**src/xbr_map.svh**
```systemverilog
// Constants for the external bus read cycle master
`ifndef XBR_MAP_SVH
`define XBR_MAP_SVH
`define XBR_SIZE_BYTE 2'h1
`define XBR_SIZE_WORD 2'h2
`define XBR_SIZE_LONG 2'h0
`define XBR_SIZE_LINE 2'h3
`define XBR_PORT_32 2'h0
`define XBR_PORT_16 2'h1
`define XBR_PORT_8 2'h2
`define XBR_MON_CYCLES_DEF 16
`endif

```
**src/xbr_pkg.sv**
```systemverilog
// Types for the external bus read cycle master
package xbr_pkg;
  typedef enum logic [1:0] {
    XBR_IDLE,
    XBR_START,
    XBR_WAIT
  } xbr_state_e;
endpackage : xbr_pkg

```
**src/xbr_lane_sel.sv**
```systemverilog
// Byte lane selection for one read beat
`timescale 1ns/10ps
`include "xbr_map.svh"
module xbr_lane_sel (
  input wire logic [1:0] port_i,
  input wire logic [1:0] offset_i,
  input wire logic [1:0] size_i,
  input wire logic [31:0] data_i,
  output logic [31:0] piece_o,
  output logic [3:0] valid_o
);
  wire logic is_byte = (size_i == `XBR_SIZE_BYTE);
  wire logic is_word = (size_i == `XBR_SIZE_WORD);
  wire logic [7:0] lane32 = (offset_i == 2'h0) ? data_i[31:24] :
                            (offset_i == 2'h1) ? data_i[23:16] :
                            (offset_i == 2'h2) ? data_i[15:8] : data_i[7:0];
  wire logic [7:0] lane16 = offset_i[0] ? data_i[23:16] : data_i[31:24];
  // Only lanes that carry the operand are passed; the rest read as zero
  assign piece_o = (port_i == `XBR_PORT_8) ? {24'h000000, data_i[31:24]} :
                   (port_i == `XBR_PORT_16) ?
                     (is_byte ? {24'h000000, lane16} : {16'h0000, data_i[31:16]}) :
                   is_byte ? {24'h000000, lane32} :
                   is_word ? {16'h0000, (offset_i[1] ? data_i[15:0] : data_i[31:16])} :
                   data_i;
  assign valid_o = (port_i == `XBR_PORT_8 || is_byte) ? 4'h1 :
                   (port_i == `XBR_PORT_16 || is_word) ? 4'h3 : 4'hf;
endmodule : xbr_lane_sel

```
**src/xbr_master.sv**
```systemverilog
// Read-cycle master of the external synchronous bus
// How it works
// - Address bits 31..2 give longword base, bits 1..0 the byte offset.
// - Lanes outside the operand are ignored by the master.
// - Invalid size and offset pairs for the port are never issued.
// - First clock drives address, kind, mode, read high and start strobe.
// - Longword transfers drive size code 00 in the first clock on a 32-bit port or when bursting.
// - Mode signal shows code/data first clock, supervisor in the second.
// - Start strobe lasts exactly one clock.
// - Acknowledge sampled at end of second clock; data latched when set.
// - Without acknowledge, wait states follow, resampled every edge.
// - Enabled monitor timeout ends the cycle with a bus error.
// - Longword on 16-bit port is two word reads, offsets 0 then 2, or 2 then 0 when it starts at offset 2.
// - Size code: byte 01, word 10, long 00, line 11; narrow pieces if inhibited.
// - Port width is taken once when the request is accepted, and held for all its bus cycles.
`timescale 1ns/10ps
`include "xbr_map.svh"
module xbr_master #(
  parameter int MON_W = 16
) (
  input wire logic CLK_SYS_I,
  input wire logic RST_N_I,
  input wire logic REQ_VALID_I,
  output logic REQ_READY_O,
  input wire logic [31:0] REQ_ADDR_I,
  input wire logic [1:0] REQ_SIZE_I,
  input wire logic [1:0] REQ_KIND_I,
  input wire logic REQ_CODE_I,
  input wire logic REQ_SUPER_I,
  input wire logic [1:0] PORT_WIDTH_I,
  input wire logic BURST_EN_I,
  input wire logic MON_EN_I,
  input wire logic [MON_W-1:0] MON_CYCLES_I,
  output logic [31:0] ADDR_O,
  output logic [1:0] TRANSFER_KIND_O,
  output logic ACCESS_KIND_MODE_O,
  output logic READ_NOT_WRITE_O,
  output logic [1:0] SIZE_CODE_O,
  output logic XFER_BEGIN_STROBE_N_O,
  input wire logic XFER_ACKNOWLEDGE_N_I,
  input wire logic [31:0] DATA_I,
  output logic DONE_O,
  output logic BUS_ERROR_O,
  output logic [31:0] RDATA_O
);
  xbr_pkg::xbr_state_e state;
  xbr_pkg::xbr_state_e next_state;
  logic [31:0] addr;
  logic [1:0] size_op;
  logic [1:0] port;
  logic [1:0] kind;
  logic code;
  logic priv;
  logic burst;
  logic [1:0] beats_left;
  logic [31:0] acc;
  logic [MON_W-1:0] mon_cnt;
  logic [31:0] rdata;
  logic done;
  logic berr;
  logic [31:0] piece;
  logic [3:0] piece_valid;

  wire logic idle = (state == xbr_pkg::XBR_IDLE);
  wire logic ack = (state == xbr_pkg::XBR_WAIT) && !XFER_ACKNOWLEDGE_N_I;
  wire logic timeout = (state == xbr_pkg::XBR_WAIT) && !ack && MON_EN_I &&
                       (mon_cnt >= MON_CYCLES_I);
  wire logic req_long = (REQ_SIZE_I == `XBR_SIZE_LONG) || (REQ_SIZE_I == `XBR_SIZE_LINE);
  wire logic req_word = (REQ_SIZE_I == `XBR_SIZE_WORD);
  // Misaligned requests for the given port are refused
  wire logic req_ok = !((req_word && REQ_ADDR_I[0] && PORT_WIDTH_I != `XBR_PORT_8) ||
                        (req_long && REQ_ADDR_I[1:0] != 2'h0 && PORT_WIDTH_I == `XBR_PORT_32) ||
                        (req_long && REQ_ADDR_I[0] && PORT_WIDTH_I == `XBR_PORT_16));
  wire logic take = idle && REQ_VALID_I && req_ok;
  wire logic [1:0] req_beats = !req_long ?
                               ((req_word && PORT_WIDTH_I == `XBR_PORT_8) ? 2'h1 : 2'h0) :
                               (PORT_WIDTH_I == `XBR_PORT_32) ? 2'h0 :
                               (PORT_WIDTH_I == `XBR_PORT_16) ? 2'h1 : 2'h3;
  wire logic [1:0] step = (port == `XBR_PORT_16) ? 2'h2 : 2'h1;
  wire logic last = (beats_left == 2'h0);
  wire logic [1:0] piece_size = (port == `XBR_PORT_8) ? `XBR_SIZE_BYTE :
                                (port == `XBR_PORT_16 && size_op != `XBR_SIZE_BYTE) ?
                                `XBR_SIZE_WORD :
                                // Without bursting a line on a wide port goes out as a longword
                                (size_op == `XBR_SIZE_LINE) ? `XBR_SIZE_LONG : size_op;
  wire logic [1:0] size_drive = burst ? size_op : piece_size;
  wire logic [31:0] merged = (piece_valid == 4'h1) ? {acc[23:0], piece[7:0]} :
                             (piece_valid == 4'h3) ? {acc[15:0], piece[15:0]} : piece;

  assign REQ_READY_O = idle;
  assign ADDR_O = addr;
  assign TRANSFER_KIND_O = kind;
  assign READ_NOT_WRITE_O = 1'b1;
  assign SIZE_CODE_O = size_drive;
  assign ACCESS_KIND_MODE_O = (state == xbr_pkg::XBR_START) ? code : priv;
  assign XFER_BEGIN_STROBE_N_O = !(state == xbr_pkg::XBR_START);
  assign DONE_O = done;
  assign BUS_ERROR_O = berr;
  assign RDATA_O = rdata;

  xbr_lane_sel u_lane (
    .port_i(port),
    .offset_i(addr[1:0]),
    .size_i(piece_size),
    .data_i(DATA_I),
    .piece_o(piece),
    .valid_o(piece_valid)
  );

  always_comb
  begin
    next_state = state;
    unique case (state)
      xbr_pkg::XBR_IDLE: if (take) next_state = xbr_pkg::XBR_START;
      xbr_pkg::XBR_START: next_state = xbr_pkg::XBR_WAIT;
      xbr_pkg::XBR_WAIT:
        if (timeout) next_state = xbr_pkg::XBR_IDLE;
        else if (ack) next_state = last ? xbr_pkg::XBR_IDLE : xbr_pkg::XBR_START;
    endcase
  end

  always_ff @(posedge CLK_SYS_I or negedge RST_N_I)
  begin
    if (!RST_N_I)
      state <= xbr_pkg::XBR_IDLE;
    else
      state <= next_state;
  end

  always_ff @(posedge CLK_SYS_I or negedge RST_N_I)
  begin
    if (!RST_N_I)
    begin
      addr <= 32'h00000000;
      size_op <= `XBR_SIZE_LONG;
      port <= `XBR_PORT_32;
      kind <= 2'h0;
      code <= 1'b0;
      priv <= 1'b0;
      burst <= 1'b0;
      beats_left <= 2'h0;
    end
    else if (take)
    begin
      addr <= REQ_ADDR_I;
      size_op <= REQ_SIZE_I;
      port <= PORT_WIDTH_I;
      kind <= REQ_KIND_I;
      code <= REQ_CODE_I;
      priv <= REQ_SUPER_I;
      burst <= BURST_EN_I;
      beats_left <= req_beats;
    end
    else if (ack && !last)
    begin
      addr <= {addr[31:2], addr[1:0] + step};
      beats_left <= beats_left - 2'h1;
    end
  end

  always_ff @(posedge CLK_SYS_I or negedge RST_N_I)
  begin
    if (!RST_N_I)
      mon_cnt <= '0;
    else if (state == xbr_pkg::XBR_START)
      mon_cnt <= '0;
    else if (state == xbr_pkg::XBR_WAIT)
      mon_cnt <= mon_cnt + 1'b1;
  end

  always_ff @(posedge CLK_SYS_I or negedge RST_N_I)
  begin
    if (!RST_N_I)
    begin
      acc <= 32'h00000000;
      rdata <= 32'h00000000;
      done <= 1'b0;
      berr <= 1'b0;
    end
    else
    begin
      done <= ack && last;
      berr <= timeout;
      if (take)
        acc <= 32'h00000000;
      else if (ack)
        acc <= merged;
      if (ack && last)
        rdata <= merged;
    end
  end

  start_one_a: assert property (@(posedge CLK_SYS_I) disable iff (!RST_N_I)
    !XFER_BEGIN_STROBE_N_O |=> XFER_BEGIN_STROBE_N_O) else $error("strobe held");
  read_high_a: assert property (@(posedge CLK_SYS_I) disable iff (!RST_N_I)
    READ_NOT_WRITE_O) else $error("not read");
  long_size_a: assert property (@(posedge CLK_SYS_I) disable iff (!RST_N_I)
    (!XFER_BEGIN_STROBE_N_O && size_op == `XBR_SIZE_LONG && (burst || port == `XBR_PORT_32))
    |-> SIZE_CODE_O == 2'h0) else $error("long size");
  mode_super_a: assert property (@(posedge CLK_SYS_I) disable iff (!RST_N_I)
    !XFER_BEGIN_STROBE_N_O |=> ACCESS_KIND_MODE_O == priv) else $error("mode phase2");
  ack_done_a: assert property (@(posedge CLK_SYS_I) disable iff (!RST_N_I)
    (ack && last) |=> DONE_O && RDATA_O == $past(merged)) else $error("no done");
  wait_hold_a: assert property (@(posedge CLK_SYS_I) disable iff (!RST_N_I)
    (state == xbr_pkg::XBR_WAIT && XFER_ACKNOWLEDGE_N_I && !timeout)
    |=> state == xbr_pkg::XBR_WAIT) else $error("wait lost");
  timeout_err_a: assert property (@(posedge CLK_SYS_I) disable iff (!RST_N_I)
    timeout |=> BUS_ERROR_O && idle) else $error("no bus error");
  align_ok_a: assert property (@(posedge CLK_SYS_I) disable iff (!RST_N_I)
    (!XFER_BEGIN_STROBE_N_O && port == `XBR_PORT_32 && size_drive == `XBR_SIZE_LONG)
    |-> ADDR_O[1:0] == 2'h0) else $error("misaligned");
  step_addr_a: assert property (@(posedge CLK_SYS_I) disable iff (!RST_N_I)
    (ack && !last) |=> ADDR_O[1:0] == $past(ADDR_O[1:0]) + $past(step)) else $error("step");
  c_wait_c: cover property (@(posedge CLK_SYS_I) disable iff (!RST_N_I)
    state == xbr_pkg::XBR_WAIT ##1 state == xbr_pkg::XBR_WAIT ##1 DONE_O);
  c_split_c: cover property (@(posedge CLK_SYS_I) disable iff (!RST_N_I)
    ack && !last && port == `XBR_PORT_8);
  c_err_c: cover property (@(posedge CLK_SYS_I) disable iff (!RST_N_I) BUS_ERROR_O);
endmodule : xbr_master

```
**config.mk**
```make
export PLATFORM = sky130hd
export DESIGN_NAME = xbr_master
export DESIGN_NICKNAME = d
export VERILOG_FILES = /design/src/xbr_pkg.sv /design/src/xbr_lane_sel.sv /design/src/xbr_master.sv
export VERILOG_INCLUDE_DIRS = /design/src
export SDC_FILE = /design/constraint.sdc
export NUM_CORES = 1
export LEC_CHECK = 0
export BUFFER_PORTS_ARGS = -buffer_cell sky130_fd_sc_hd__buf_2
export CAP_MARGIN = 20
export CORE_AREA = 4 4 116 118
export DETAILED_ROUTE_END_ITERATION = 8
export DIE_AREA = 0 0 120 122
export MAX_ROUTING_LAYER = met4
export PLACE_DENSITY = 0.81
export SKIP_CTS_REPAIR_TIMING = 1
export SLEW_MARGIN = 20
export SYNTH_ARGS = -nofsm -noshare
export SYNTH_HDL_FRONTEND = slang
export SYNTH_HIERARCHICAL = 1
export SYNTH_SLANG_ARGS = --single-unit
```
**constraint.sdc**
```tcl
create_clock -name CLK_SYS_I -period 8.1 [get_ports CLK_SYS_I]
set_input_delay 0 -clock CLK_SYS_I [delete_from_list [all_inputs] [get_ports CLK_SYS_I]]
set_output_delay 0 -clock CLK_SYS_I [all_outputs]
set_load 0.02 [all_outputs]
```
# Word level (Yosys, flattened, before mapping)
# Cells that the tools add are included.
# op_classes
addsub	3
magnitude_cmp	1
n_eq_ne	19
mux	37
reduce_logical	36
# ops
operator	count
32-bit two-way mux	7
16-bit two-way mux	4
24-bit two-way mux	2
8-bit two-way mux	4
2-bit two-way mux	14
16-bit by 1-bit adder with 16-bit output (second input constant)	1
2-bit == test (second input constant)	8
16-bit >= comparator	1
1-bit logical AND	16
2-bit by 1-bit == test with 1-bit output (second input constant)	5
2-bit zero test	5
4-bit two-way mux	2
2-bit nonzero test	4
2-bit one-hot mux with 3 select lines	1
1-bit zero test	5
1-bit logical OR	5
4-bit by 1-bit == test with 1-bit output (second input constant)	1
4-bit by 2-bit == test with 1-bit output (second input constant)	1
2-bit by 1-bit inequality test with 1-bit output (second input constant)	2
1-bit two-way mux	3
3-bit inequality test (second input constant)	1
2-bit adder	1
2-bit inequality test (second input constant)	1
2-bit AND reduction	1
2-bit by 1-bit subtractor with 2-bit output (second input constant)	1
# word_totals
reg_bits	119
input_bits	94
wordCells	111

# Logic depth before layout (Yosys ltp)
# depth
depth_word	13
ltp_mapped	15
ltp_nobuf	12

# Hierarchy
# The synthesis kept the hierarchy.
# modules_own_cells
module	instances	cells_per_inst	area_per_inst_um2
xbr_master	1	631	5769.3
xbr_lane_sel	1	128	910.9

# Worst setup path after synthesis
# OpenSTA, ideal clock, no wires.
# synth_timing
path_kind	register to register
start	register port[1]
end	register acc[10]
setup_time_ps	142
arrival_time_ps	2564
required_time_ps	7958
setup_slack_ps	5394
path_stages_with_launch	15
path_buffers	4
path_cell_list	dfrtp_1 inv_1 maj3_1 nand2_1 o21ai_1 buf_2 xor2_1 nor2_2 buf_2 buf_4 nor3b_2 nor2b_1 buf_2 mux2i_1 a211oi_1
# synth_between
elab_cells_between_ends	21
# synth_lines
item	line_no	rtl
start: declaration	xbr_master.sv:50	logic [1:0] port;
start signal: assignment	xbr_master.sv:136	port <= `XBR_PORT_32;
2-bit by 1-bit == test with 1-bit output (no line)	--	
1-bit logical AND (no line)	--	
2-bit two-way mux	xbr_master.sv:82	(port == `XBR_PORT_16 && size_op != `XBR_SIZE_BYTE) ?
2-bit two-way mux (*)	xbr_master.sv:81	wire logic [1:0] piece_size = (port == `XBR_PORT_8) ? `XBR_SIZE_BYTE :
named net piece_size[1]	xbr_master.sv:81	
2-bit == test (no line)	--	
1-bit logical OR	xbr_lane_sel.sv:26	(port_i == `XBR_PORT_16 || is_word) ? 4'h3 : 4'hf;
4-bit two-way mux	xbr_lane_sel.sv:26	
4-bit two-way mux (*)	xbr_lane_sel.sv:25	assign valid_o = (port_i == `XBR_PORT_8 || is_byte) ? 4'h1 :
named net piece_valid[2]	xbr_master.sv:62	logic [3:0] piece_valid;
4-bit by 1-bit == test with 1-bit output (*)	xbr_master.sv:87	wire logic [31:0] merged = (piece_valid == 4'h1) ? {acc[23:0], piece[7:0]} :
32-bit two-way mux (*)	xbr_master.sv:87	
24-bit two-way mux (*)	xbr_master.sv:186	else if (ack)
24-bit two-way mux (*)	xbr_master.sv:184	if (take)
end signal: assignment	xbr_master.sv:187	acc <= merged;
end: declaration	xbr_master.sv:56	logic [31:0] acc;
# The timed path passes the listed nets; every way through them passes the cells marked *. The select of a mux whose other input is x is not followed.
# A chain may end at the register's enable or synchronous reset.

# Worst setup path in the final report
# layout_timing
start	register port[1]
end	register acc[8]
# layout_between
elab_cells_between_ends	21
# layout_lines
item	line_no
2-bit by 1-bit == test with 1-bit output (no line)	--
1-bit logical AND (no line)	--
2-bit two-way mux	xbr_master.sv:82
2-bit two-way mux (*)	xbr_master.sv:81
named net piece_size[1]	xbr_master.sv:81
2-bit by 1-bit == test with 1-bit output (no line) (*)	--
1-bit logical OR (*)	xbr_lane_sel.sv:25
4-bit two-way mux (*)	xbr_lane_sel.sv:25
named net piece_valid[1]	xbr_master.sv:62
4-bit by 1-bit == test with 1-bit output (*)	xbr_master.sv:87
32-bit two-way mux (*)	xbr_master.sv:87
24-bit two-way mux (*)	xbr_master.sv:186
24-bit two-way mux (*)	xbr_master.sv:184
# Marked as above.

==> reports/results.tsv <==
stage	metric	value	unit
routing	vias	6116	
sta	worst_pin_slew	953.5	ps
worst_hold_path	hold_path_class	in -> reg	
sta	whs	14.12	ps
cells_and_area	nFillCells	986	
floorplan	start_util	53.59	%
setup_path	worst_r2r_startpoint	port[1]$_DFFE_PN0P_	
setup_path	worstPathRequired	8410	ps
clock_tree	cts_made_buffers	17	
clock_tree	cts_root_buf	clkbuf_16	
setup_path	ff2ff_setup_slack	4360	ps
sta	fmaxAchievable	267.2	MHz
sta	period_needed	3743	ps
floorplan	dieArea	14640	um^2
cells_and_area	final_cell_area	8592	um^2
run_status	status	finished, final reports clean	
clock_tree	cts_max_path_buffers	2	
synthesis	synth_async_sr_flop_share	100.0	%
sta	finalHoldViolations	0	
clock_tree	clk_latency	420	ps
power_and_ir_drop	seqPwrFrac	28.9	%
sta	setup_slack	4357	ps
setup_path	path_max_fanout	21	
clock_tree	clock-sinks	119	
power_and_ir_drop	ir_drop	0.2363	mV
routing	drt_iter0_drc	497	
placement	io_buffers	166	
power_and_ir_drop	p_switching	1.535	mW
setup_path	critPathCaptureType	register	
synthesis	syn-instance-count	759	
power_and_ir_drop	p_leak	4.336	nW
floorplan	die-width	120	um
cells_and_area	drive_above_1_share	24.04	%
placement	dpl_cell_area	7533	um^2
setup_path	crit_type	reg -> reg	
synthesis	syn_area	6680	um^2
sta	finClkSkew	9.210	ps
synthesis	synth_nets	876	
placement	post-place-ws	4465	ps
synthesis	ys_ff_latch	119	
sta	finalCritPeriodShare	46.21	%
sta	slew_viol_final	0	
synthesis	avgSynthCellArea	8.801	um^2
grt	globalRouteMet1Util	31.08	%
setup_path	r2r-end	acc[8]$_DFFE_PN0P_	
clock_tree	cts_tree	built	
clock_tree	clk_pin_slew	60	ps
setup_path	reg2reg_depth	11	
placement	gp_congestion	0.9148	
grt	antenna_found_initial	0	
grt	grtUsageMet2	40.25	%
power_and_ir_drop	intPower	1.919	mW
floorplan	num_rows	41	
setup_path	arrival	4050	ps
power_and_ir_drop	power.total	3.454	mW
sta	setup_viol	0	
grt	grt-ovfl-total	0	
setup_path	worstSetupStartpointType	register	
sta	fin_setup_tns	0	ps
power_and_ir_drop	power.density	402.0	nW/um^2
routing	wire_per_inst	16.61	um
routing	drc	0	
grt	grt_pass1_vias	5664	
grt	busiest_layer	met2	
setup_path	critPathLaunch	port[1]$_DFFE_PN0P_	
synthesis	ys_seq_area_share	44.58	%
routing	first_pass_iters	7	
grt	grt_use_met3	5.385	%
cells_and_area	nets	1065	
routing	drtAntennaViolNets	0	
synthesis	synth_ff_type	dfrtp_1	
grt	grt_first_pass_wirelength	27930	um
clock_tree	cts-htree-levels	4	
setup_path	cp-endpoint	acc[8]$_DFFE_PN0P_	
placement	hpwl	12490	um
synthesis	synth_edf_count	0	
cells_and_area	antenna_cells	0	
power_and_ir_drop	p_sw_share	44.43	%
routing	drt_wl_total	18820	um
sta	slew_headroom	36.43	%
cells_and_area	syn_to_final_growth	28.62	%
grt	grt_usage	24.93	%
floorplan	die_y	122	um
floorplan	core	12470	um^2
synthesis	yosys_warnings	6	
grt	grt_max_degree	82	
power_and_ir_drop	combPwrFrac	49.4	%
sta	rsz0062_at_grt	false	
floorplan	ios	168	
power_and_ir_drop	clkPwrFrac	21.7	%
job	drv_cap	0	
routing	drt-vias-per-instance	5.398	
synthesis	synthDistinctLibCells	61	
==> cell type report <==
| type | count | area [um^2] | share of cell area [%] |
|---|---|---|---|
| clock buffers | 17 | 425.4 | 4.951 |
| clock inverters | 15 | 167.7 | 1.951 |
| inverters | 33 | 123.9 | 1.442 |
| multi-input cells | 560 | 3339 | 38.87 |
| flip-flops and latches | 119 | 2978 | 34.66 |
| well taps | 172 | 215.2 | 2.505 |
| repair buffers | 217 | 1343 | 15.63 |
==> logic make-up after synthesis <==
| kind of cell | share of synthesized area [%] |
|---|---|
| muxes | 9.271 |
| DFF | 44.58 |
| xor gates and xnor gates | 1.836 |
| AOI/OAI and AO/OA | 13.28 |
| and+or+nand+nor | 20.96 |
| other | 0.1124 |
| buffers and inverters | 5.506 |
| adders and majority gates | 4.458 |
==> registers in the layout, indices dropped and copies added, names as in the netlist, 2 cells and up <==
register / flops
port: 2
TRANSFER_KIND_O: 2
acc: 24
beats_left: 2
state: 2
size_op: 2
mon_cnt: 16
RDATA_O: 32
ADDR_O: 32
==> cells in the mapped netlist, types with 4 or more instances <==
master    number  area (um^2)
a211oi_1       8        60.06
a21oi_1       27        135.1
a22oi_1        7        52.55
and2_1        26        162.7
buf_2         18        90.09
buf_4          4        30.03
buf_6          4        45.04
clkbuf_1      20        75.07
dfrtp_1      119         2978
ha_1          23        287.8
inv_1         31        116.4
mux2_1         8        90.09
mux2i_1       36        360.4
mux4_2         6        135.1
nand2_1      201        754.5
nand2b_1       6        37.54
nand3_1       10        50.05
nand4_1        4        25.02
nor2_1        52        195.2
o21ai_0       19        95.09
o21ai_1       51        255.2
o221ai_1       6        52.55
o22ai_1        5        31.28
xnor2_1        5        43.79
xor2_1         9        78.83
==> worst min path at each step <==
stage                               from                       to  slack, ps  cells past startpoint
finish              XFER_ACKNOWLEDGE_N_I     state[0]$_DFFE_PN0P_         10                      4
global route                  DATA_I[28]  RDATA_O[28]$_DFFE_PN0P_         60                      4
global placement                 RST_N_I  mon_cnt[14]$_DFFE_PN0P_         -7                      1
CTS                              RST_N_I  mon_cnt[14]$_DFFE_PN0P_       -450                      1
floorplan                        RST_N_I    ADDR_O[0]$_DFFE_PN0P_       -300                      0
detailed placement               RST_N_I  mon_cnt[14]$_DFFE_PN0P_         -1                      1
==> placed cells by master (no fill, tap or decap), types with 4 or more instances in the layout <==
cell type / instances
a211oi_1: 8
a21oi_1: 27
a22oi_1: 7
and2_1: 25
buf_2: 165
buf_4: 6
clkbuf_16: 17
clkinvlp_4: 5
dfrtp_1: 119
dlygate4sd3_1: 44
ha_1: 23
inv_1: 31
inv_6: 5
mux2_1: 8
mux2i_1: 36
mux4_2: 6
nand2_1: 200
nand2b_1: 6
nand3_1: 10
nand4_1: 4
nor2_1: 52
o21ai_0: 19
o21ai_1: 51
o221ai_1: 6
o22ai_1: 5
xnor2_1: 5
xor2_1: 9
==> per-layer routing <==
layer / share of wire (%) / wire length (um) / vias up
met2: 51 / 9535 / 225
li1: - / - / 2929
met5: 0 / 0 / -
met4: 2.5 / 469 / 0
met1: 41 / 7702 / 2925
met3: 5.9 / 1115 / 37
==> power groups by stage <==
stage	Sequential [mW]	Clock, mW	Combinational (mW)
final	0.998	0.751	1.71
after global routing	1.03	0.790	1.88
after CTS	0.993	0.758	1.67
after detailed placement	0.996	0	1.66
after global placement	0.994	0	1.63
after floorplan	1.12	0	1.11
==> worst max-delay path, stage by stage, from the launching register on <==
cell and delay, ps:
dfrtp_1 380, inv_1 100, maj3_1 350, nand2_1 70, o21ai_1 60, buf_4 200
nand2b_1 340, nand2_1 340, inv_1 430, nor2b_1 840, mux2i_1 220, a211oi_1 310
==> per-stage QoR <==
step / utilization (%) / cells
2_1_floorplan: - / 759
3_3_place_gp: 60.43 / 1056
3_5_place_dp: 60.43 / 1056
4_1_cts: 65.19 / 1088
5_1_grt: 68.93 / 1133
6_report: 68.93 / 1133
(Power assumes the default switching activity.)
